File: src/hw/area_bus_pkg.sv
// area bus controller package: register map, field layout, reset values, types
// assumes one clock domain and an avalon-mm register port with byte addressing
package area_bus_pkg;
	// register byte addresses (lower 16 bits)
	localparam logic [15:0] ADDR_WIDTH_REG  = 16'hfed0;
	localparam logic [15:0] ADDR_STATE_REG  = 16'hfed1;
	localparam logic [15:0] ADDR_WAIT_HI    = 16'hfed2;
	localparam logic [15:0] ADDR_WAIT_LO    = 16'hfed3;
	localparam logic [15:0] ADDR_CTRL_HI    = 16'hfed4;
	localparam logic [15:0] ADDR_CTRL_LO    = 16'hfed5;
	localparam logic [15:0] ADDR_MODE_REG   = 16'hfed8;
	localparam logic [15:0] ADDR_STATUS_REG = 16'hfed9;
	// reset values
	localparam logic [7:0] RST_WIDTH_ONES  = 8'hff;
	localparam logic [7:0] RST_WIDTH_MODE4 = 8'h00;
	localparam logic [7:0] RST_STATE       = 8'hff;
	localparam logic [7:0] RST_WAIT        = 8'hff;
	localparam logic [7:0] RST_CTRL_HI     = 8'hd0;
	localparam logic [7:0] RST_CTRL_LO     = 8'h3c;
	localparam logic [2:0] MODE_FOUR       = 3'h4;
	// control high fields
	localparam int CH_IDLE_AREA  = 7;
	localparam int CH_IDLE_RW    = 6;
	localparam int CH_BURST_EN   = 5;
	localparam int CH_BURST_TWO  = 4;
	// control low fields
	localparam int CL_RELEASE_EN = 7;
	localparam int CL_RECLAIM_EN = 6;
	localparam int CL_AREA_2M    = 2;
	localparam int CL_WAIT_EN    = 0;
	// address split
	localparam int AREA_LSB_128K = 17;
	localparam int AREA_LSB_2M   = 21;
	localparam logic [2:0] AREA_ZERO = 3'h0;
	localparam logic [1:0] CNT_ZERO  = 2'h0;
	localparam logic [1:0] CNT_ONE   = 2'h1;

	typedef enum logic [2:0] {ST_IDLE, ST_GAP, ST_T1, ST_T2, ST_T3, ST_PWAIT, ST_RELEASED} bus_state_t;

	// internal master request
	typedef struct packed {
		logic        req;
		logic        wr;
		logic        ext;
		logic [23:0] addr;
		logic [1:0]  be;
		logic [15:0] wdata;
	} master_req_t;

	// external strobes
	typedef struct packed {
		logic       addr_strobe_n;
		logic       read_n;
		logic       upper_byte_write_n;
		logic       lower_byte_write_n;
		logic [3:0] area_select_n;
	} strobes_t;
endpackage

File: src/hw/area_bus_ctrl.sv
// area external bus controller: registers, arbiter, external cycle sequencer
// assumes synchronous pins, one 200 MHz clock, masters hold requests until done
//
// What this block does
// - advanced mode splits space into eight areas of 128K or 2M
// - four active-low chip selects for areas 0-3, only during own access
// - address strobe marks valid external address
// - read strobe active during an external read
// - upper write strobe when bits 15:8 carry write data
// - lower write strobe when bits 7:0 carry write data
// - wait input honoured only in 3-state areas
// - external bus request releases the bus
// - acknowledge asserted once bus is actually released
// - reclaim request when internal master needs bus while released
// - arbiter grants bus between cpu and transfer controller
// - width bit 0 gives 16-bit, 1 gives 8-bit area
// - normal mode uses only area 0 settings
// - state bit 0 gives 2-state no waits, 1 gives 3-state with waits
// - wait field gives zero to three program waits in 3-state areas
// - no program waits for on-chip accesses
// - width reg resets to ones, zeros in mode 4; kept otherwise
// - state reg resets to ones
// - both wait regs reset to ones
// - optional idle cycle between reads of different areas
// - optional idle cycle before write following a read
// - area 0 burst rom cycles take 2 or 3 states
// - burst rom forces 16-bit bus mode
`timescale 1ns/1ps
`default_nettype none
module area_bus_ctrl
	import area_bus_pkg::*;
(
	// clock, reset and mode straps
	input  wire logic        I_CLK,
	input  wire logic        I_RST,
	input  wire logic [2:0]  I_MCU_MODE,
	input  wire logic        I_ADVANCED,
	// avalon-mm register port
	input  wire logic [15:0] I_AVS_ADDRESS,
	input  wire logic        I_AVS_READ,
	input  wire logic        I_AVS_WRITE,
	input  wire logic [7:0]  I_AVS_WRITEDATA,
	output logic [7:0]       O_AVS_READDATA,
	output logic             O_AVS_WAITREQUEST,
	// internal masters and 16-bit bus mode flag
	input  wire master_req_t I_CPU,
	input  wire master_req_t I_XFER,
	output logic             O_CPU_DONE,
	output logic             O_XFER_DONE,
	output logic             O_BURST_16,
	// external bus
	input  wire logic        I_WAIT_N,
	input  wire logic        I_EXT_MASTER_REQUEST_N,
	output logic             O_BUS_ACK_N,
	output logic             O_RECLAIM_REQUEST_N,
	output logic [23:0]      O_ADDR,
	output logic [15:0]      O_DATA_OUT,
	output logic             O_DATA_OE,
	output strobes_t         O_STROBES
);

	typedef struct packed {
		logic [7:0]  width;
		logic [7:0]  state_bits;
		logic [7:0]  wait_hi;
		logic [7:0]  wait_lo;
		logic [7:0]  ctrl_hi;
		logic [7:0]  ctrl_lo;
		logic        init_done;
		logic        rd_ack;
		logic [7:0]  rdata;
		bus_state_t  fsm;
		logic        owner;
		logic        wr;
		logic [1:0]  be;
		logic [2:0]  area;
		logic        two_state;
		logic        honour_wait;
		logic [1:0]  pwait;
		logic [23:0] addr;
		logic [15:0] wdata;
		logic        last_rd;
		logic [2:0]  last_area;
		logic        done_cpu;
		logic        done_xfer;
		strobes_t    strobes;
		logic        ack_n;
	} regs_t;

	regs_t r;
	regs_t next_r;

	// area number from address, unit chosen by the partition bit
	function automatic logic [2:0] area_of(input logic [23:0] a, input logic big);
		area_of = big ? a[AREA_LSB_2M +: 3] : a[AREA_LSB_128K +: 3];
	endfunction

	function automatic logic [1:0] wait_field(input logic [15:0] w, input logic [2:0] n);
		wait_field = w[{n, 1'b0} +: 2];
	endfunction

	master_req_t sel;
	logic        sel_owner;
	logic        any_ext;
	logic [2:0]  eff_area;
	logic [2:0]  cfg_area;
	logic        need_gap;
	logic        burst_on;
	logic [7:0]  reg_rd;
	logic        ext_wait;
	logic        just_done;

	assign burst_on = r.ctrl_hi[CH_BURST_EN];
	// a master drops req one edge after its done pulse; that stale req must not start a second access
	assign just_done = r.done_cpu | r.done_xfer;
	assign ext_wait = ~I_WAIT_N & r.ctrl_lo[CL_WAIT_EN];

	always_comb
	begin
		// cpu has priority; fixed priority is simple and the cpu never starves
		sel_owner = ~I_CPU.req & I_XFER.req;
		sel       = sel_owner ? I_XFER : I_CPU;
		any_ext   = (I_CPU.req & I_CPU.ext) | (I_XFER.req & I_XFER.ext);
		eff_area  = I_ADVANCED ? area_of(sel.addr, r.ctrl_lo[CL_AREA_2M]) : AREA_ZERO;
		cfg_area  = I_ADVANCED ? eff_area : AREA_ZERO;
		need_gap  = r.last_rd & ((r.ctrl_hi[CH_IDLE_AREA] & ~sel.wr & (eff_area != r.last_area))
			| (r.ctrl_hi[CH_IDLE_RW] & sel.wr));
		case (I_AVS_ADDRESS)
			ADDR_WIDTH_REG:  reg_rd = r.width;
			ADDR_STATE_REG:  reg_rd = r.state_bits;
			ADDR_WAIT_HI:    reg_rd = r.wait_hi;
			ADDR_WAIT_LO:    reg_rd = r.wait_lo;
			ADDR_CTRL_HI:    reg_rd = r.ctrl_hi;
			ADDR_CTRL_LO:    reg_rd = r.ctrl_lo;
			ADDR_MODE_REG:   reg_rd = {5'h00, I_MCU_MODE};
			ADDR_STATUS_REG: reg_rd = {4'h0, r.fsm == ST_RELEASED, r.owner, r.area[1:0]};
			default:         reg_rd = 8'h00;
		endcase
	end

	always_comb
	begin
		next_r = r;
		next_r.done_cpu  = 1'b0;
		next_r.done_xfer = 1'b0;
		next_r.rd_ack    = 1'b0;
		// power-on values; straps are caught on the first clock after release
		if (!r.init_done)
		begin
			next_r.init_done = 1'b1;
			next_r.width     = (I_MCU_MODE == MODE_FOUR) ? RST_WIDTH_MODE4 : RST_WIDTH_ONES;
		end
		// registers: one-cycle answer, reads take one wait cycle
		if (I_AVS_WRITE)
		begin
			case (I_AVS_ADDRESS)
				ADDR_WIDTH_REG: next_r.width      = I_AVS_WRITEDATA;
				ADDR_STATE_REG: next_r.state_bits = I_AVS_WRITEDATA;
				ADDR_WAIT_HI:   next_r.wait_hi    = I_AVS_WRITEDATA;
				ADDR_WAIT_LO:   next_r.wait_lo    = I_AVS_WRITEDATA;
				ADDR_CTRL_HI:   next_r.ctrl_hi    = I_AVS_WRITEDATA;
				ADDR_CTRL_LO:   next_r.ctrl_lo    = I_AVS_WRITEDATA;
				default:        next_r.ctrl_lo    = r.ctrl_lo;
			endcase
		end
		if (I_AVS_READ & ~r.rd_ack)
		begin
			next_r.rd_ack = 1'b1;
			next_r.rdata  = reg_rd;
		end
		case (r.fsm)
			ST_IDLE:
			begin
				next_r.strobes = '1;
				if (r.ctrl_lo[CL_RELEASE_EN] & ~I_EXT_MASTER_REQUEST_N)
				begin
					next_r.fsm   = ST_RELEASED;
					next_r.ack_n = 1'b0;
				end
				else if (sel.req & ~sel.ext & ~just_done)
				begin
					// on-chip access: fixed timing, no program waits
					next_r.done_cpu  = ~sel_owner;
					next_r.done_xfer = sel_owner;
				end
				else if (sel.req & ~just_done)
				begin
					next_r.owner       = sel_owner;
					next_r.wr          = sel.wr;
					next_r.be          = sel.be;
					next_r.addr        = sel.addr;
					next_r.wdata       = sel.wdata;
					next_r.area        = eff_area;
					next_r.two_state   = ~r.state_bits[cfg_area];
					next_r.honour_wait = r.state_bits[cfg_area];
					next_r.pwait       = r.state_bits[cfg_area]
						? wait_field({r.wait_hi, r.wait_lo}, cfg_area) : CNT_ZERO;
					if (burst_on & (eff_area == AREA_ZERO))
					begin
						next_r.two_state   = ~r.ctrl_hi[CH_BURST_TWO];
						next_r.honour_wait = 1'b0;
						next_r.pwait       = CNT_ZERO;
					end
					next_r.fsm = need_gap ? ST_GAP : ST_T1;
				end
			end
			ST_GAP:
			begin
				next_r.last_rd = 1'b0;
				next_r.fsm     = ST_T1;
			end
			ST_T1:
			begin
				next_r.strobes.addr_strobe_n      = 1'b0;
				next_r.strobes.read_n             = r.wr;
				next_r.strobes.upper_byte_write_n = ~(r.wr & r.be[1]);
				next_r.strobes.lower_byte_write_n = ~(r.wr & r.be[0]);
				for (int k = 0; k < 4; k++)
					next_r.strobes.area_select_n[k] = ~(r.area == 3'(k));
				next_r.fsm = r.two_state ? ST_T3 : ST_T2;
			end
			ST_T2:
				next_r.fsm = (r.pwait != CNT_ZERO) ? ST_PWAIT : ST_T3;
			ST_PWAIT:
			begin
				next_r.pwait = r.pwait - CNT_ONE;
				if (r.pwait == CNT_ONE)
					next_r.fsm = ST_T3;
			end
			ST_T3:
			begin
				// wait input sampled only after program waits are spent
				if (!(r.honour_wait & ext_wait))
				begin
					next_r.strobes   = '1;
					next_r.done_cpu  = ~r.owner;
					next_r.done_xfer = r.owner;
					next_r.last_rd   = ~r.wr;
					next_r.last_area = r.area;
					next_r.fsm       = ST_IDLE;
				end
			end
			ST_RELEASED:
			begin
				next_r.strobes = '1;
				if (I_EXT_MASTER_REQUEST_N)
				begin
					next_r.ack_n   = 1'b1;
					next_r.last_rd = 1'b0;
					next_r.fsm     = ST_IDLE;
				end
			end
			default:
				next_r.fsm = ST_IDLE;
		endcase
	end

	always_ff @(posedge I_CLK or posedge I_RST)
	begin
		if (I_RST)
		begin
			r            <= '0;
			r.width      <= RST_WIDTH_ONES;
			r.state_bits <= RST_STATE;
			r.wait_hi    <= RST_WAIT;
			r.wait_lo    <= RST_WAIT;
			r.ctrl_hi    <= RST_CTRL_HI;
			r.ctrl_lo    <= RST_CTRL_LO;
			r.fsm        <= ST_IDLE;
			r.strobes    <= '1;
			r.ack_n      <= 1'b1;
		end
		else
			r <= next_r;
	end

	// 16-bit bus if any area (area 0 only in normal mode) is 16-bit or burst rom is on
	assign O_BURST_16          = burst_on | (I_ADVANCED ? ~&r.width : ~r.width[0]);
	assign O_RECLAIM_REQUEST_N = ~((r.fsm == ST_RELEASED) & r.ctrl_lo[CL_RECLAIM_EN] & any_ext);
	assign O_AVS_WAITREQUEST   = I_AVS_READ & ~r.rd_ack;
	assign O_AVS_READDATA      = r.rdata;
	assign O_CPU_DONE          = r.done_cpu;
	assign O_XFER_DONE         = r.done_xfer;
	assign O_BUS_ACK_N         = r.ack_n;
	assign O_ADDR              = r.addr;
	assign O_DATA_OUT          = r.wdata;
	assign O_DATA_OE           = r.wr & ~r.strobes.addr_strobe_n;
	assign O_STROBES           = r.strobes;

	AST_ACK_ONLY_RELEASED: assert property (@(posedge I_CLK) disable iff (I_RST)
		!O_BUS_ACK_N |-> O_STROBES.addr_strobe_n && O_STROBES.read_n)
		else $error("ack while strobes active");
	AST_RELEASE_REQ: assert property (@(posedge I_CLK) disable iff (I_RST)
		(r.fsm == ST_IDLE && r.ctrl_lo[CL_RELEASE_EN] && !I_EXT_MASTER_REQUEST_N && r.init_done) |=> !O_BUS_ACK_N)
		else $error("bus not released");
	AST_ONE_SELECT: assert property (@(posedge I_CLK) disable iff (I_RST)
		$countones(~O_STROBES.area_select_n) <= 1)
		else $error("two chip selects");
	AST_SELECT_WITH_STROBE: assert property (@(posedge I_CLK) disable iff (I_RST)
		O_STROBES.addr_strobe_n |-> &O_STROBES.area_select_n)
		else $error("select without strobe");
	AST_READ_NOT_WRITE: assert property (@(posedge I_CLK) disable iff (I_RST)
		!O_STROBES.read_n |-> O_STROBES.upper_byte_write_n && O_STROBES.lower_byte_write_n)
		else $error("read with write strobe");
	AST_TWO_STATE_LEN: assert property (@(posedge I_CLK) disable iff (I_RST)
		(r.fsm == ST_T1 && r.two_state) |=> r.fsm == ST_T3 ##1 r.fsm == ST_IDLE)
		else $error("2-state length wrong");
	AST_PWAIT_BOUND: assert property (@(posedge I_CLK) disable iff (I_RST)
		(r.fsm == ST_T2 && r.pwait == 2'h3) |=> r.fsm == ST_PWAIT [*3] ##1 r.fsm == ST_T3)
		else $error("three waits not inserted");
	AST_WAIT_EXTENDS: assert property (@(posedge I_CLK) disable iff (I_RST)
		(r.fsm == ST_T3 && r.honour_wait && ext_wait) |=> r.fsm == ST_T3)
		else $error("wait input ignored");
	AST_RECLAIM: assert property (@(posedge I_CLK) disable iff (I_RST)
		!O_RECLAIM_REQUEST_N |-> !O_BUS_ACK_N)
		else $error("reclaim outside release");
endmodule
`default_nettype wire

File: config.mk
export PLATFORM = sky130hd
export DESIGN_NAME = area_bus_ctrl
export DESIGN_NICKNAME = d
export VERILOG_FILES = /design/src/hw/area_bus_pkg.sv /design/src/hw/area_bus_ctrl.sv
export SDC_FILE = /design/constraint.sdc
export NUM_CORES = 1
export LEC_CHECK = 0
export ABC_AREA = 1
export BUFFER_PORTS_ARGS = -buffer_cell sky130_fd_sc_hd__buf_2
export CORE_MARGIN = 10
export CORE_UTILIZATION = 41
export CTS_CLUSTER_SIZE = 40
export DETAILED_ROUTE_END_ITERATION = 10
export MAX_ROUTING_LAYER = met4
export SLEW_MARGIN = 20
export SYNTH_ARGS = -nofsm -noshare
export SYNTH_HDL_FRONTEND = slang
export SYNTH_SLANG_ARGS = --single-unit
File: constraint.sdc
create_clock -name I_CLK -period 5.25 [get_ports I_CLK]
set_input_delay 0.525 -clock I_CLK [delete_from_list [all_inputs] [get_ports I_CLK]]
set_output_delay 0.525 -clock I_CLK [all_outputs]
set_load 0.02 [all_outputs]
==> impl_metrics.yaml <==
cells_and_area:
  nets: 1129
  syn2layout_area_growth_pct: 18.78
  insertedDiodeCount: 0
  drive_above_1_share_pct: 29.33
  final_cell_mix: "nand2_1, buf_2, nor2_1, o21ai_0, dfrtp_1"
  design_area_um2: 8239
  nFillCells: 1699
  final_common_cell: "nand2_1"
clocking:
  h-tree-depth: 4
  cts-root-buf: "clkbuf_16"
  clkTransAtPathRegs_ns: 0.05
  cts_hold_buf: 0
  cts_buffers: 17
  cts_tree: "built"
  clk_latency_ns: 0.42
  cts_max_path_buffers: 2
  cts_setup_buffers: 0
  cts_sinks: 127
  post_cts_resized: 0
floorplanning:
  die-area_um2: 22520
  die_h_um: 150.1
  ios: 187
  placementRows: 47
  die_x_um: 150.1
  coreArea_um2: 16580
  start_util_pct: 41.83
routing:
  vias: 6304
  firstDrtPassIters: 5
  drc: 0
  drt_wl_total_um: 21560
  ant_nets: 0
  vias_per_cell: 5.100
  routedWlPerCell_um: 17.44
  first_iter_violations: 410
synth:
  synth_seq_area_share_pct: 46.68
  postSynthCellCount: 882
  ys_ff_latch: 127
  synth_top_area_share_pct: 28.50
  netlist_top_cells_area: "dfrtp_1, dfstp_2, nand2_1, buf_4, o21ai_0"
  ys_warn_count: 0
  synth.avg_cell_area_um2: 7.865
  yosysTopAreaCell: "dfrtp_1"
  synth_nets: 1008
  synth_area_um2: 6937
  synth_cell_type_count: 42
sta:
  tightest_slew_ns: 0.9767
  period_minus_slack_ns: 2.383
  hold_viol_final: 0
  rsz0062_at_grt: "no"
  tns_ns: 0
  skew_ns: 0.006671
  final_max_slew_viol_count: 0
  slew_headroom_pct: 34.88
  fmax_mhz: 419.6
  fin_crit_sh_pct: 45.39
  hold_slack_ns: 0.3268
  finalSetupViolCount: 0
critical_path:
  crit_path_start_kind: "register"
  cp_num_buf_inv: 2
  crit_end: "r[66]"
  crit_family: "simple AND/OR/NAND/NOR gates"
  r2r_slack_ns: 2.87
  critPathLaunch: "r[66]"
  timing.rr.end: "r[66]"
  end_kind: "register"
  crit_type: "reg -> reg"
  cp.depth: 8
  crit_required_ns: 5.60
  worst-r2r-cell-count: 8
  crit_chain: "nor2_2 > nand2_1 > nor2_1 > inv_2 > nor2_4 > buf_4 > nand3_1 > nand3b_1"
  r2r-start: "r[66]"
  cp.arrival_ns: 2.73
  critPathMaxStageDelay_ns: 0.69
  critPathSlowestCell: "buf_4"
  cp_max_fo: 91
place:
  place_congestion: 0.9361
  place_area_um2: 7591
  io_buffers: 186
  dp_hpwl_um: 16660
job:
  max_cap_viol_count: 0
grt:
  grt_pass1_wl_um: 33690
  grt_max_degree: 92
  grtUsageTotal_pct: 19.55
  grt_antenna_before_repair: 0
  overflow: 0
  grt_pass1_vias: 6138
power:
  ir_worst_vdd_v: 0.0002289
  total_power_mw: 3.992
  power.density_nw_per_um2: 484.6
  leakage_nw: 3.868
hold_path:
  hp-class: "in -> async"
outcome:
  status: "complete, no violations"
[cell usage after synthesis, drive strengths merged]
cell type  instances
inv               80
clkbuf            12
conb               1
o2111ai            2
nand3             55
a31oi             47
mux2i              3
or2                2
nor3b              1
o31ai              5
nor3               6
o21ai             85
nand4             10
a32o               2
o211ai             4
o32ai              1
nand2            232
o22ai              7
a21oi             15
dfstp             48
dfrtp             79
nor2              96
nand3b             2
buf               77
mux2               1
ha                 2
o21a               2
nor4               3
xor2               2
[layer usage]
layer / track usage, % / wire length [um] / up-vias
met5: - / 0 / -
met4: 6.414 / 385 / 0
met3: 4.680 / 1682 / 34
met2: 30.78 / 10210 / 230
met1: 24.27 / 9278 / 2949
li1: - / - / 3091
[where the power goes]
| part | switching, mW | internal (mW) | leakage, nW | total [mW] |
|---|---|---|---|---|
| clock | 0.424 | 0.866 | 0.310 | 1.29 |
| sequential | 0.157 | 1.26 | 1.46 | 1.42 |
| combinational | 0.857 | 0.427 | 2.10 | 1.28 |
| total | 1.44 | 2.55 | 3.87 | 3.99 |
[through the flow]
step | util, % | worst slack [ns] | instances
finish | 49.68 | 2.867 | 1236
global route | 49.68 | 2.591 | 1236
CTS | 49.68 | 2.880 | 1236
detailed placement | 45.77 | 2.605 | 1204
global placement | 45.77 | 2.666 | 1204
floorplan | - | 1.420 | 882
[final cells by class]
class                      count  area [um2]  share of cell area (%)
inverter                      80       302.8                   3.675
clock buffer                  22       464.2                   5.634
multi-input combinational    586        2806                   34.06
clock inverter                10       183.9                   2.232
timing repair buffer         191       968.4                   11.75
sequential                   127        3238                   39.30
tap                          220       275.3                   3.341
[cells by family (layout without fill, tap and decap cells)]
family / after synthesis / after routing / synth area share [%]
and+or+nand+nor: 407 / 407 / 25.07
AOI/OAI and AO/OA: 170 / 170 / 14.01
buffers and inverters: 169 / 303 / 12.97
DFF: 127 / 127 / 46.68
muxes: 4 / 4 / 0.5952
adders and majority gates: 2 / 2 / 0.3607
xor gates and xnor gates: 2 / 2 / 0.2526
other: 1 / 1 / 0.05406
[worst min path at each step]
stage	slack (ns)	cells past startpoint	endpoint	start
2_1_floorplan	0.38	1	O_STROBES[4]	r[62]
3_3_place_gp	0.41	1	O_STROBES[5]	r[63]
3_5_place_dp	0.42	1	O_STROBES[5]	r[63]
4_1_cts	0.33	3	r[125]	I_AVS_WRITEDATA[6]
5_1_grt	0.36	3	r[125]	I_AVS_WRITEDATA[6]
6_report	0.33	2	O_AVS_READDATA[4]	I_RST
[sequential cells by signal (all words and copies together), names as in the netlist]
register	cells
O_ADDR	24
O_AVS_READDATA	8
O_BUS_ACK_N	1
O_CPU_DONE	1
O_DATA_OUT	16
O_STROBES	8
O_XFER_DONE	1
burst_on	1
r	67
Power figures use the tool's default switching activity.
